$ cat src/cas_pkg.sv
package cas_pkg;
	localparam int CTX_W = 32;
	localparam int EPOCH_W = 8;
	localparam int NLANE = 3;
	// lanes of staged context
	localparam int LANE_CTX = 0;
	localparam int LANE_MSR = 1;
	localparam int LANE_DBG = 2;
	// machine state bit positions
	localparam int MSR_ME_BIT = 12;
	localparam int MSR_DE_BIT = 9;
	// register offsets
	localparam logic [11:0] A_CTRL = 12'h000;
	localparam logic [11:0] A_STATUS = 12'h004;
	localparam logic [11:0] A_CTX = 12'h008;
	localparam logic [11:0] A_MSR = 12'h00c;
	localparam logic [11:0] A_DBG = 12'h010;
	localparam logic [11:0] A_COUNT = 12'h014;
	// control fields
	localparam int CTRL_STRICT_BIT = 0;
	localparam int CTRL_CLRCNT_BIT = 1;
	localparam logic [31:0] CTRL_WMASK = 32'h0000_0003;
	// status fields above the state code
	localparam int STAT_DWAIT_BIT = 3;
	localparam int STAT_DSYNC_BIT = 4;
	localparam int STAT_STAGED_BIT = 5;
	// reset values
	localparam logic [31:0] CTRL_RST = 32'h0000_0000;
	localparam logic [31:0] CTX_RST = 32'h0000_0000;
	localparam logic [7:0] EPOCH_RST = 8'h00;
	// dispatched instruction classes
	typedef enum logic [2:0] {
		K_NORMAL, K_ALT_IMM, K_ALT_DEF, K_MSR_WR,
		K_CSI, K_MEM_BAR, K_DBG_WR, K_TLB_OP
	} cas_kind_t;
	typedef enum logic [2:0] {
		S_IDLE, S_DRAIN_CSI, S_DRAIN_MSR, S_DRAIN_BAR, S_FLUSH
	} cas_state_t;
endpackage

$ cat src/cas_lane.sv
`timescale 1ns/1ns
`default_nettype none
module cas_lane #(
	parameter int W = 32,
	parameter logic [W-1:0] RST_VAL = '0
) (
	// clock and reset
	input wire logic clk,
	input wire logic rst,
	// staging control
	input wire logic wr,
	input wire logic commit,
	input wire logic [W-1:0] wdata,
	// staged and active values
	output logic [W-1:0] pend_q,
	output logic [W-1:0] act_q
);
	logic [W-1:0] pend_d;
	logic [W-1:0] act_d;

	// write stages, commit makes it active
	always_comb
	begin
		pend_d = wr ? wdata : pend_q;
		act_d = act_q;
		if (commit)
			act_d = pend_d;
	end

	// register the lane
	always_ff @(posedge clk)
	begin
		if (rst)
		begin
			pend_q <= RST_VAL;
			act_q <= RST_VAL;
		end
		else
		begin
			pend_q <= pend_d;
			act_q <= act_d;
		end
	end
endmodule // cas_lane
`default_nettype wire

$ cat src/cas_seq.sv
// The implementer's own choices: the APB slave port and the register addresses.
`timescale 1ns/1ns
`default_nettype none
module cas_seq (
	// clock and reset
	input wire logic CLK,
	input wire logic RST,
	// apb slave
	input wire logic PSEL,
	input wire logic PENABLE,
	input wire logic PWRITE,
	input wire logic [11:0] PADDR,
	input wire logic [31:0] PWDATA,
	output logic [31:0] PRDATA,
	output logic PREADY,
	output logic PSLVERR,
	// instruction stream from dispatch
	input wire logic INSN_VALID,
	input wire cas_pkg::cas_kind_t INSN_KIND,
	input wire logic [cas_pkg::CTX_W-1:0] INSN_DATA,
	output logic DISPATCH_HOLD,
	// core progress
	input wire logic OLDER_IDLE,
	input wire logic LOCK_BUSY,
	input wire logic STASH_BUSY,
	input wire logic IRQ_REQ,
	output logic IRQ_ACK,
	// established context
	output logic FETCH_FLUSH,
	output logic [cas_pkg::CTX_W-1:0] ACTIVE_CTX,
	output logic [cas_pkg::CTX_W-1:0] ACTIVE_MSR,
	output logic [cas_pkg::CTX_W-1:0] DEBUG_CFG,
	output logic MCHK_ENABLE,
	output logic [cas_pkg::EPOCH_W-1:0] TRANS_EPOCH
);
	import cas_pkg::*;

	// sequencer state
	cas_state_t st_q, st_d;
	logic hold_q, hold_d;
	logic flush_q, flush_d;
	logic ack_q, ack_d;
	logic irq_q, irq_d;
	logic mchk_q, mchk_d;
	logic dbg_wait_q, dbg_wait_d;
	logic dbg_sync_q, dbg_sync_d;
	logic [CTX_W-1:0] msr_hold_q, msr_hold_d;
	logic [EPOCH_W-1:0] epoch_q, epoch_d;
	logic [EPOCH_W-1:0] epoch_pend_q, epoch_pend_d;

	// register file
	logic [31:0] cnt_q, cnt_d;
	logic [31:0] ctrl_q, ctrl_d;
	logic [31:0] rdata_q, rdata_d;
	logic ready_q, ready_d;
	logic err_q, err_d;

	// lane wiring
	logic [NLANE-1:0] lane_wr;
	logic [NLANE-1:0] lane_cm;
	logic [CTX_W-1:0] lane_wd;
	logic [CTX_W-1:0] lane_pend [NLANE];
	logic [CTX_W-1:0] lane_act [NLANE];

	// decoded strobes
	logic [31:0] status_w;
	logic take;
	logic apb_acc;
	logic apb_wr;
	logic strict;
	logic clr_cnt;
	logic ser_done;

	// register address decode
	function automatic logic reg_hit(input logic [11:0] a);
		case (a)
			A_CTRL, A_STATUS, A_CTX, A_MSR, A_DBG, A_COUNT:
				reg_hit = 1'b1;
			default:
				reg_hit = 1'b0;
		endcase
	endfunction

	// staged context lanes
	genvar g;
	generate
		for (g = 0; g < NLANE; g++)
		begin : g_lane
			cas_lane #(
				.W(CTX_W),
				.RST_VAL(CTX_RST)
			) u_lane (
				.clk(CLK),
				.rst(RST),
				.wr(lane_wr[g]),
				.commit(lane_cm[g]),
				.wdata(lane_wd),
				.pend_q(lane_pend[g]),
				.act_q(lane_act[g])
			);
		end
	endgenerate

	// apb access phase and write strobe
	assign apb_acc = PSEL & PENABLE;
	assign apb_wr = apb_acc & PWRITE & ready_q;
	assign strict = ctrl_q[CTRL_STRICT_BIT];
	assign clr_cnt = ctrl_q[CTRL_CLRCNT_BIT];

	// instruction taken only when not held and no interrupt
	assign take = INSN_VALID & ~hold_q & ~IRQ_REQ;
	assign lane_wd = (st_q == S_DRAIN_MSR) ? msr_hold_q : INSN_DATA;

	// status word fields
	always_comb
	begin
		status_w = '0;
		status_w[$bits(cas_state_t)-1:0] = st_q;
		status_w[STAT_DWAIT_BIT] = dbg_wait_q;
		status_w[STAT_DSYNC_BIT] = dbg_sync_q;
		status_w[STAT_STAGED_BIT] = lane_pend[LANE_CTX] != lane_act[LANE_CTX];
	end

	// sequencer next state
	always_comb
	begin
		st_d = st_q;
		flush_d = 1'b0;
		ack_d = 1'b0;
		irq_d = irq_q;
		mchk_d = mchk_q;
		dbg_wait_d = dbg_wait_q;
		dbg_sync_d = dbg_sync_q;
		msr_hold_d = msr_hold_q;
		epoch_d = epoch_q;
		epoch_pend_d = epoch_pend_q;
		lane_wr = '0;
		lane_cm = '0;
		ser_done = 1'b0;
		case (st_q)
			S_IDLE:
			begin
				if (IRQ_REQ)
				begin
					irq_d = 1'b1;
					st_d = S_DRAIN_CSI;
				end
				else if (take)
				begin
					case (INSN_KIND)
						K_NORMAL:
							st_d = S_IDLE;
						K_ALT_IMM:
						begin
							lane_wr[LANE_CTX] = 1'b1;
							if (strict)
								st_d = S_DRAIN_CSI;
							else
								lane_cm[LANE_CTX] = 1'b1;
						end
						K_ALT_DEF:
							lane_wr[LANE_CTX] = 1'b1;
						K_TLB_OP:
							epoch_pend_d = epoch_pend_q + 1'b1;
						K_DBG_WR:
						begin
							lane_wr[LANE_DBG] = 1'b1;
							dbg_wait_d = 1'b1;
							dbg_sync_d = 1'b0;
						end
						K_MSR_WR:
						begin
							msr_hold_d = INSN_DATA;
							st_d = S_DRAIN_MSR;
						end
						K_CSI:
							st_d = S_DRAIN_CSI;
						K_MEM_BAR:
							st_d = S_DRAIN_BAR;
						default:
							st_d = S_IDLE;
					endcase
				end
			end
			S_DRAIN_CSI:
			begin
				// older work completes in old context first
				if (OLDER_IDLE)
				begin
					lane_cm[LANE_CTX] = 1'b1;
					lane_cm[LANE_MSR] = 1'b1;
					epoch_d = epoch_pend_q;
					mchk_d = lane_pend[LANE_MSR][MSR_ME_BIT];
					dbg_sync_d = dbg_wait_q;
					flush_d = 1'b1;
					ack_d = irq_q;
					irq_d = 1'b0;
					ser_done = 1'b1;
					st_d = S_FLUSH;
				end
			end
			S_DRAIN_MSR:
			begin
				if (OLDER_IDLE)
				begin
					lane_wr[LANE_MSR] = 1'b1;
					// debug rise after a serializing op applies debug changes
					if (dbg_wait_q && dbg_sync_q &&
						!lane_pend[LANE_MSR][MSR_DE_BIT] &&
						msr_hold_q[MSR_DE_BIT])
					begin
						lane_cm[LANE_DBG] = 1'b1;
						dbg_wait_d = 1'b0;
						dbg_sync_d = 1'b0;
					end
					st_d = S_IDLE;
				end
			end
			S_DRAIN_BAR:
			begin
				// barrier ends after locking and stashing finish
				if (OLDER_IDLE && !LOCK_BUSY && !STASH_BUSY)
					st_d = S_IDLE;
			end
			S_FLUSH:
				st_d = S_IDLE;
			default:
				st_d = S_IDLE;
		endcase
		hold_d = (st_d != S_IDLE);
	end

	// sequencer registers
	always_ff @(posedge CLK)
	begin
		if (RST)
		begin
			st_q <= S_IDLE;
			hold_q <= 1'b0;
			flush_q <= 1'b0;
			ack_q <= 1'b0;
			irq_q <= 1'b0;
			mchk_q <= 1'b0;
			dbg_wait_q <= 1'b0;
			dbg_sync_q <= 1'b0;
			msr_hold_q <= CTX_RST;
			epoch_q <= EPOCH_RST;
			epoch_pend_q <= EPOCH_RST;
		end
		else
		begin
			st_q <= st_d;
			hold_q <= hold_d;
			flush_q <= flush_d;
			ack_q <= ack_d;
			irq_q <= irq_d;
			mchk_q <= mchk_d;
			dbg_wait_q <= dbg_wait_d;
			dbg_sync_q <= dbg_sync_d;
			msr_hold_q <= msr_hold_d;
			epoch_q <= epoch_d;
			epoch_pend_q <= epoch_pend_d;
		end
	end

	// register file and apb answer
	always_comb
	begin
		ctrl_d = ctrl_q;
		if (clr_cnt)
			ctrl_d[CTRL_CLRCNT_BIT] = 1'b0; // self clearing
		if (apb_wr && PADDR == A_CTRL)
			ctrl_d = PWDATA & CTRL_WMASK;
		ready_d = apb_acc & ~ready_q;
		err_d = apb_acc & ~ready_q & ~reg_hit(PADDR);
		rdata_d = '0;
		if (apb_acc && !ready_q && !PWRITE)
		begin
			case (PADDR)
				A_CTRL: rdata_d = ctrl_q;
				A_STATUS: rdata_d = status_w;
				A_CTX: rdata_d = lane_act[LANE_CTX];
				A_MSR: rdata_d = lane_pend[LANE_MSR];
				A_DBG: rdata_d = lane_act[LANE_DBG];
				A_COUNT: rdata_d = cnt_q;
				default: rdata_d = '0;
			endcase
		end
	end

	// serialization counter, a serialization in a clear cycle counts from zero
	always_comb
	begin
		cnt_d = cnt_q;
		if (clr_cnt)
			cnt_d = '0;
		if (ser_done)
			cnt_d = cnt_d + 32'h0000_0001;
	end

	// serialization counter flop
	always_ff @(posedge CLK)
	begin
		if (RST)
			cnt_q <= '0;
		else
			cnt_q <= cnt_d;
	end

	// register file flops
	always_ff @(posedge CLK)
	begin
		if (RST)
		begin
			ctrl_q <= CTRL_RST;
			rdata_q <= '0;
			ready_q <= 1'b0;
			err_q <= 1'b0;
		end
		else
		begin
			ctrl_q <= ctrl_d;
			rdata_q <= rdata_d;
			ready_q <= ready_d;
			err_q <= err_d;
		end
	end

	// outputs straight from flops
	assign PRDATA = rdata_q;
	assign PREADY = ready_q;
	assign PSLVERR = err_q;
	assign DISPATCH_HOLD = hold_q;
	assign IRQ_ACK = ack_q;
	assign FETCH_FLUSH = flush_q;
	assign ACTIVE_CTX = lane_act[LANE_CTX];
	assign ACTIVE_MSR = lane_act[LANE_MSR];
	assign DEBUG_CFG = lane_act[LANE_DBG];
	assign MCHK_ENABLE = mchk_q;
	assign TRANS_EPOCH = epoch_q;
endmodule // cas_seq
`default_nettype wire

$ cat config.mk
export PLATFORM = sky130hd
export DESIGN_NAME = cas_seq
export DESIGN_NICKNAME = d
export VERILOG_FILES = /design/src/cas_pkg.sv /design/src/cas_lane.sv /design/src/cas_seq.sv
export SDC_FILE = /design/constraint.sdc
export NUM_CORES = 1
export LEC_CHECK = 0
export ABC_AREA = 0
export BUFFER_PORTS_ARGS = -buffer_cell sky130_fd_sc_hd__buf_2
export CAP_MARGIN = 0
export CORE_ASPECT_RATIO = 1.5
export CORE_MARGIN = 2
export CORE_UTILIZATION = 62
export CTS_BUF_LIST = sky130_fd_sc_hd__clkbuf_4 sky130_fd_sc_hd__clkbuf_8
export DETAILED_ROUTE_END_ITERATION = 8
export HOLD_SLACK_MARGIN = 0.12
export PLACE_DENSITY = 0.95
export SYNTH_ARGS = -nofsm -noshare
export SYNTH_HDL_FRONTEND = slang
export SYNTH_SLANG_ARGS = --single-unit
export TNS_END_PERCENT = 30
$ cat constraint.sdc
create_clock -name CLK -period 4.15 [get_ports CLK]
set_clock_uncertainty 0.1 [all_clocks]
set_input_delay 0.415 -clock CLK [delete_from_list [all_inputs] [get_ports CLK]]
set_output_delay 0.415 -clock CLK [all_outputs]
set_load 0.005 [all_outputs]
---- Yosys cells after proc, flatten, opt, wreduce, memory -nomap -nowiden ----
Cells that the tools add are included.
word-level totals
  flip-flop bits (word level) ............. 318
  latch bits .............................. 0
  RAM bits ................................ 0
  memory bits (read-only) ................. 0
  input port bits ......................... 89
  output and inout port bits .............. 142
  word-level logic and storage cells ...... 145
  memories ................................ 0
cells by class
  add/subtract/negate cells ............... 2
  multipliers ............................. 0
  divide/modulo/power cells ............... 0
  magnitude comparators ................... 0
  equality and inequality tests ........... 23
  shifts and indexed selects .............. 0
  muxes and demuxes ....................... 51
  bitwise operators ....................... 15
  reduce and logical (&&, ||, !) cells .... 31
operators by type and width
  operator                                                           count
  32-bit two-way mux                                                 6
  32-bit case mux with 6 select lines                                1
  32-bit by 1-bit adder with 32-bit output (second input constant)   1
  32-bit != test                                                     1
  1-bit two-way mux                                                  31
  12-bit by 4-bit == test with 1-bit output (second input constant)  2
  12-bit by 5-bit == test with 1-bit output (second input constant)  2
  3-bit two-way mux                                                  6
  3-bit case mux with 5 select lines                                 1
  12-bit by 3-bit == test with 1-bit output (second input constant)  1
  3-bit by 2-bit == test with 1-bit output (second input constant)   4
  3-bit == test (second input constant)                              4
  12-bit logical NOT                                                 1
  3-bit case mux with 4 select lines                                 1
  2-bit != test (second input constant)                              5
  8-bit by 1-bit adder with 8-bit output (second input constant)     1
  1-bit logical AND                                                  8
  1-bit inverter                                                     8
  4-bit AND reduction                                                2
  1-bit AND                                                          7
  7-bit AND reduction                                                1
  3-bit by 1-bit == test with 1-bit output (second input constant)   2
  3-bit logical NOT                                                  2
  1-bit case mux with 2 select lines                                 3
  12 further kinds                                                   21

---- Longest topological paths before layout ----
Gate-level depths: netlist of the first run.
  depth in word-level cells ............... 7
  mapped depth ............................ 9
  gate-level depth less buffers ........... 6

---- Cells and area by module ----
From an unflattened synthesis of the first run, not the netlist that was laid out.
second synthesis, totals
  cells, all modules ...................... 1400
  area total of the unflattened synthesis .. 13201.4 sq um
modules (own cells, without submodules)
  module    times used  cells each  area an instance (sq um)  sequential area each (sq um)
  cas_lane  3           210         2212.1                    1281.2
  cas_seq   1           770         6565.0                    2522.4

---- Worst setup path after synthesis of the first run ----
Ideal clock, no wire load.
  path kind ............................... input to register
  from .................................... in IRQ_REQ
  to ...................................... reg g_lane[2].u_lane.act_q[25]
  setup time .............................. 0.070 ns
  arrival time ............................ 2.014 ns
  data required time ...................... 3.980 ns
  path slack .............................. 1.965 ns
  stages on the path ...................... 7
  path buffers ............................ 2
  cells stage by stage .................... or4b_1 -> clkbuf_1 -> nor4_4 -> buf_2 -> nor2_1 -> a211o_1 -> a21oi_1
between the ends
  word-level cells in the longest chain between the ends .. 6
ends and longest elaborated chain
  what                      RTL line        RTL
  start, declared           cas_seq.sv:26   input wire logic IRQ_REQ,
  1-bit inverter (no line)  -
  1-bit AND                 cas_seq.sv:111  assign take = INSN_VALID & ~hold_q & ~IRQ_REQ;
  1-bit two-way mux         cas_seq.sv:148  else if (take)
  1-bit two-way mux *       cas_seq.sv:143  if (IRQ_REQ)
  1-bit two-way mux *       cas_seq.sv:140  case (st_q)
  32-bit two-way mux *      cas_lane.sv:24  pend_d = wr ? wdata : pend_q;
  end signal, assigned      cas_lane.sv:41  act_q <= act_d;
  end, declared             cas_lane.sv:16  output logic [W-1:0] act_q
Every way passes the cells marked *; elsewhere a longest branch is shown, timed or not.
A chain may end at the register's enable or synchronous reset.

---- Final worst setup path of the first run ----
  from .................................... reg st_q[1]
  to ...................................... reg g_lane[2].u_lane.act_q[14]
between the ends
  word-level cells in the longest chain between the ends .. 3
  elaborated cells between the ends (all ways) .. 6
  classes of those cells .................. eq/ne (1); mux (4); reduce/logical (1)
ends and longest elaborated chain
  what                                                                           RTL line                        RTL
  start, declared                                                                cas_seq.sv:39                   cas_state_t st_q, st_d;
  start signal, assigned                                                         cas_seq.sv:252                  st_q <= st_d;
  3-bit by 2-bit == test with 1-bit output or 3-bit logical NOT (tied branches)  cas_seq.sv:112, cas_seq.sv:140
  32-bit two-way mux or 1-bit two-way mux (tied branches)                        cas_seq.sv:112, cas_seq.sv:140
  32-bit two-way mux                                                             cas_lane.sv:24
Several ways; a longest one is shown, not always the timed one.

==> run metrics, run 1 <==
DRT antenna net count=0; Residual DRC=0; Post-synth ARST share=0; RSZ-0062 raised after global routing=no; P&R area growth vs syn=19.0%; post-DR vias/cell=6.21; die height=183 um; Tot GR Track Use=0.353; worst path cell trace=nor3b_2, nand2_2, nor2_2, buf_4, nand3b_1, a21oi_1; Setup Crit Path Kind=reg2reg; post-synthesis register bit count=318; Data required, critical path=4.54 ns; CTS tree=yes; Hold Slack=0.181 ns; drt first-iter violations=1,391; Final Cell Area=15,700 um2; Sw Pwr=roughly 1.5 mW; die width=123 um; Rel. slew slack=-0.0693; share of layout cells above drive strength 1=0.201; Post-CTS Setup Inserts=0; area leader, netlist=dfxtp_1; failing checks=max-capacitance violations, max-slew violations; Max stage delay cell, worst path=nor2_2; IO Pins=231; initial antenna violation count=0; CP max stage delay=a little under 0.8 ns; CTS Hold Bufs=38; total grt overflow=0; nature of the critical path startpoint=flop; GPL Wtd Cong=0.902; Main synth FF type=dfxtp_1; Final Max Tran Viols=5; worst setup margin=approximately 1.1 ns; dpl cell area=14,200 um2; Pre-antenna DRT Iters=6; Clock Power Share=0.439; count of input and output buffers=200; clk buf depth=3; Avg Inst Size Synth=8.77 um2; Initial Util=0.628; worst slack, placed=1.25 ns; Cell Int Power=4.79 mW; total CTS buffers=47; Leak=6.26 nW; Clock Latency Late Sink=between 0.5 and 0.6 ns; Netlist cell types=53; Max Fclk=328 MHz; routed vias=12,400; VDD IR-drop max=0.309 mV; cell count after synthesis=1,502; Ant. Diodes=0; Syn Std Cell Area=between 10,000 and 15,000 um2; Setup-failing EPs final=0; crit-path leading delay family=simple AND/OR/NAND/NOR gates; first-pass GRT wire length=63.0 mm; Pwr Density=401 nW/um2; Max-Cap Viols=1; syn nets=1,593; CTS root buf=clkbuf_8; largest net degree at the start of global routing=98; Seq/Total Area, Yosys=0.483; Final Routed Wirelength=40.3 mm; placed insts=between 1,500 and 2,000; Logic pwr share=0.062; CTS clock-pin slew for the worst setup and hold paths=0.07 ns; Row Count=65; largest cells by area after synthesis=dfxtp_1 (48%), nand2_1 (6.4%), nor2_1 (5.9%); Max H-tree Level=2; Tot Pwr=6.29 mW; yosys warns=0; arrival time worst endpoint=3.44 ns; Switching Fraction=0.238; WL/cell=20.2 um; critical path peak fanout=19; sequential share of power=0.500; Post-CTS Resized=0; die area=22,500 um2; vias in the first global route=12,500; Tightest Pin Transition=1.58 ns; final design utilization=0.747; nature of the critical path endpoint=flop; min Tclk post-route=3.05 ns; post-route insts no fill=between 2,000 and 2,500; Post-synth EDFFs=0; Final #Nets=~1,800; Core ar.=21,000 um2; CP bufs+invs=1; HPWL Detailed=25.2 mm; Final Hold Fails=0; clk sinks=approximately 320; outcome=complete, but fails checks; Tcrit/Tclk final=0.735; final setup TNS=0 ns; Yosys top cell area share=0.483; min-delay worst type=in2reg
==> cell type report <==
class | instances | area [um2]
clock inverter | 11 | 86.3
inverter | 3 | 11.3
fill | 1415 | 5300
sequential | 318 | 6370
tap | 268 | 335
timing repair buffer | 259 | 1550
clock buffer | 75 | 963
multi-input combinational | 1067 | 6370
==> synth_stat cells, types with 6 or more instances <==
master,count
a211o_1,6
nor3b_1,28
nor4_1,13
xnor2_1,22
nand3b_1,31
o21ai_0,42
a21oi_1,116
o211ai_1,33
mux2i_1,69
buf_2,18
nand2_1,226
xor2_1,47
clkbuf_1,88
nor3_1,18
nand4_1,15
nand3_1,17
mux2_2,29
and3_1,8
a211oi_1,40
nor2_1,208
nor2b_1,10
dfxtp_1,318
a222oi_1,26
buf_1,7
nand2b_1,7
==> cells by family after synthesis <==
| group | count (synthesis) | share of synthesized area |
|---|---|---|
| compound gates | 279 | 0.135 |
| xor+xnor | 69 | 0.0459 |
| fa+ha+maj | 2 | 0.00190 |
| buf+inv | 117 | 0.0351 |
| flops | 318 | 0.483 |
| mux | 98 | 0.0772 |
| simple gates | 619 | 0.221 |
==> worst paths after layout <==
kind	start	to	slack (ns)	cells after the start
worst min-delay path	PADDR[4]	PSLVERR	0.18	3
worst max register to register	st_q[1]	g_lane[2].u_lane.act_q[14]	1.10	6
worst min register to register	TRANS_EPOCH[4]	TRANS_EPOCH[4]	0.35	2
worst max-delay path	st_q[1]	g_lane[2].u_lane.act_q[14]	1.10	6
==> power by group through the flow <==
stage	registers, mW	clock network (mW)	logic (mW)
after floorplan	3.20	0	0.222
after global placement	3.20	0	0.335
after detailed placement	3.21	0	0.346
after CTS	3.14	2.76	0.376
after global routing	3.14	2.90	0.418
final	3.14	2.76	0.388
==> placed cells by master, fill, tap and decap left out, types with 17 or more instances in the layout <==
cell           synthesis  layout
nand3_1               17      17
o21ai_0               42      42
xor2_1                47      47
buf_4                  0      21
mux2i_1               69      69
a21oi_1              116     115
mux2_2                29      29
o211ai_1              33      33
a222oi_1              26      26
dfxtp_1              318     318
buf_2                 18     199
nand2_1              226     225
dlygate4sd3_1          0      38
nor3b_1               28      27
nand3b_1              31      31
nor3_1                18      18
a211oi_1              40      40
xnor2_1               22      22
clkbuf_8               0      64
nor2_1               208     206
==> routing by layer <==
metal | GRT usage | routed length, um | up-vias
met1 | 0.397 | 14200 | 5780
met3 | 0.0800 | 3800 | 221
met2 | 0.594 | 19700 | 793
met4 | 0.225 | 2570 | 0
li1 | - | - | 5635
met5 | 0 | 0 | -
==> worst min-delay path, cell delays in order <==
cell and delay (ns):
buf_2 0.16, nand2_1 0.12, a21boi_0 0.10
==> sequential cells by signal, summed over array words and instances (netlist names), 2 cells and up <==
name,flops
cnt_q,32
ctrl_q,2
TRANS_EPOCH,8
PRDATA,32
msr_hold_q,32
g_lane.u_lane.pend_q,96
g_lane.u_lane.act_q,96
st_q,3
epoch_pend_q,8
Power figures use the tool's default switching activity.
==> run 2: changes to the inputs <==
--- a/config.mk
+++ b/config.mk
@@ -10,11 +10,11 @@
 export CAP_MARGIN = 0
 export CORE_ASPECT_RATIO = 1.5
 export CORE_MARGIN = 2
-export CORE_UTILIZATION = 62
+export CORE_UTILIZATION = 58
 export CTS_BUF_LIST = sky130_fd_sc_hd__clkbuf_4 sky130_fd_sc_hd__clkbuf_8
 export DETAILED_ROUTE_END_ITERATION = 8
 export HOLD_SLACK_MARGIN = 0.12
-export PLACE_DENSITY = 0.95
+export PLACE_DENSITY = 0.91
 export SYNTH_ARGS = -nofsm -noshare
 export SYNTH_HDL_FRONTEND = slang
 export SYNTH_SLANG_ARGS = --single-unit
==> constraint.sdc (replaced) <==
create_clock -name CLK -period 2.9 [get_ports CLK]
set_clock_uncertainty 0.1 [all_clocks]
set_input_delay 0.29 -clock CLK [delete_from_list [all_inputs] [get_ports CLK]]
set_output_delay 0.29 -clock CLK [all_outputs]
set_load 0.005 [all_outputs]
==> run metrics, run 2 (same netlist as run 1, synthesis figures left out) <==
outcome=finished clean; busiest metal layer after global routing=met2; Tcrit/Tclk final=0.966; Row Count=67; Final Cell Area=16,000 um2; GRT met1 Usage=0.360; drt first-iter violations=1,403; Pre-antenna DRT Iters=9; first-pass GRT wire length=61.4 mm; biggest regs=g_lane.u_lane.act_q (96), g_lane.u_lane.pend_q (96); routed vias=around 13,000; IO Pins=231; flop-to-flop setup slack=0.22 ns; Core ar.=22,300 um2; Clock Latency Late Sink=0.55 ns; min-delay worst type=in2reg; count of input and output buffers=200; most frequent cells in the layout=dfxtp_1 (318), nand2_1 (224), nor2_1 (205); Tightest Pin Transition=1.18 ns; CTS root buf=clkbuf_8; Max-Cap Viols=0; placed insts=1,896; Tot Pwr=8.85 mW; M2 GR Usage=0.543; CTS clock-pin slew for the worst setup and hold paths=0.07 ns; CTS tree=yes; Data required, critical path=3.23 ns; Final Max Tran Viols=0; total CTS buffers=46; RSZ-0062 raised after global routing=no; Leak=approximately 6.4 nW; commonest non-fill, non-tap cell in the layout=dfxtp_1; VDD IR-drop max=0.391 mV; share of layout cells above drive strength 1=0.206; clk sinks=318; final design utilization=0.715; Hold Slack=0.177 ns; total grt overflow=0; Pwr Density=555 nW/um2; arrival time worst endpoint=3.13 ns; Final #Nets=1,812; nature of the critical path startpoint=input pin; Max Fclk=357 MHz; Rel. slew slack=0.215; critical path peak fanout=3; worst slack, placed=between 0.5 and 0.6 ns; Setup Crit Path Kind=in2reg; fillers=1,562; dpl cell area=14,400 um2; Final Hold Fails=0; die height=189 um; met3 Use GR=0.0647; Initial Util=0.591; Tot GR Track Use=0.319; worst setup margin=roughly 0.1 ns; GPL Wtd Cong=slightly below 0.9; largest net degree at the start of global routing=approximately 120; nature of the critical path endpoint=flop; post-route insts no fill=2,032; P&R area growth vs syn=21.1%; min Tclk post-route=2.80 ns; clk buf depth=3; vias in the first global route=12,100; Final Routed Wirelength=39.8 mm; WL/cell=19.6 um; Max H-tree Level=2; Post-CTS Setup Inserts=0; DRT antenna net count=0; Residual DRC=0; Setup-failing EPs final=0; Ant. Diodes=0; initial antenna violation count=0; final setup TNS=0 ns; post-DR vias/cell=a little over 6; HPWL Detailed=25.3 mm; die width=127 um; die area=24,000 um2
## run 2: cell count changes in the layout (fill, tap and decap cells not counted), sizes merged
cell,before,now
clkinv,8,2
dlymetal6s4s,0,1
dlygate4sd3,38,52
inv,4,3
buf,221,232
clkbuf,75,79
## run 2: cell type report
cell class,instances,area [um2],share of cell area
multi-input combinational,1067,6390,0.401
clock buffer,79,943,0.0591
timing repair buffer,285,1850,0.116
tap,276,345,0.0217
inverter,3,11.3,0.000706
sequential,318,6370,0.399
clock inverter,4,47.5,0.00298
## run 2: timing repair
action,CTS,global route
endpoints found under the hold margin,94,0
resized for setup,0,7
hold buffers,53,0
setup endpoints to repair,0,9
## run 2: path summary, 6_finish.rpt
| path | startpoint | endpoint | depth (start not counted) |
|---|---|---|---|
| worst min-delay path | INSN_KIND[0] | epoch_pend_q[3] | 4 |
| worst max-delay path | PENABLE | PRDATA[1] | 9 |
| worst max register to register | st_q[1] | msr_hold_q[4] | 7 |
| worst min register to register | TRANS_EPOCH[3] | TRANS_EPOCH[3] | 2 |
## run 2: worst max-delay path: stages
cell           delay [ns]
dlygate4sd3_1        0.52
buf_2                0.11
nand2_1              0.06
dlygate4sd3_1        0.57
or4_1                0.49
nor2_1               0.26
dlygate4sd3_1        0.62
nand2_1              0.06
o21ai_0              0.15
## run 2: report_power, final
group	total (mW)	leakage (nW)	internal [mW]	switching (mW)
sequential	4.49	2.57	4.44	0.0542
combinational	0.583	3.30	0.225	0.357
clock	3.78	0.531	2.13	1.65
total	8.85	6.40	6.79	2.06
## run 2: metal layers
layer | wire length (um) | vias to the layer above
li1 | - | 5682
met1 | 14500 | 5898
met2 | 19200 | 732
met3 | 3370 | 213
met4 | 2680 | 0
met5 | 0 | -
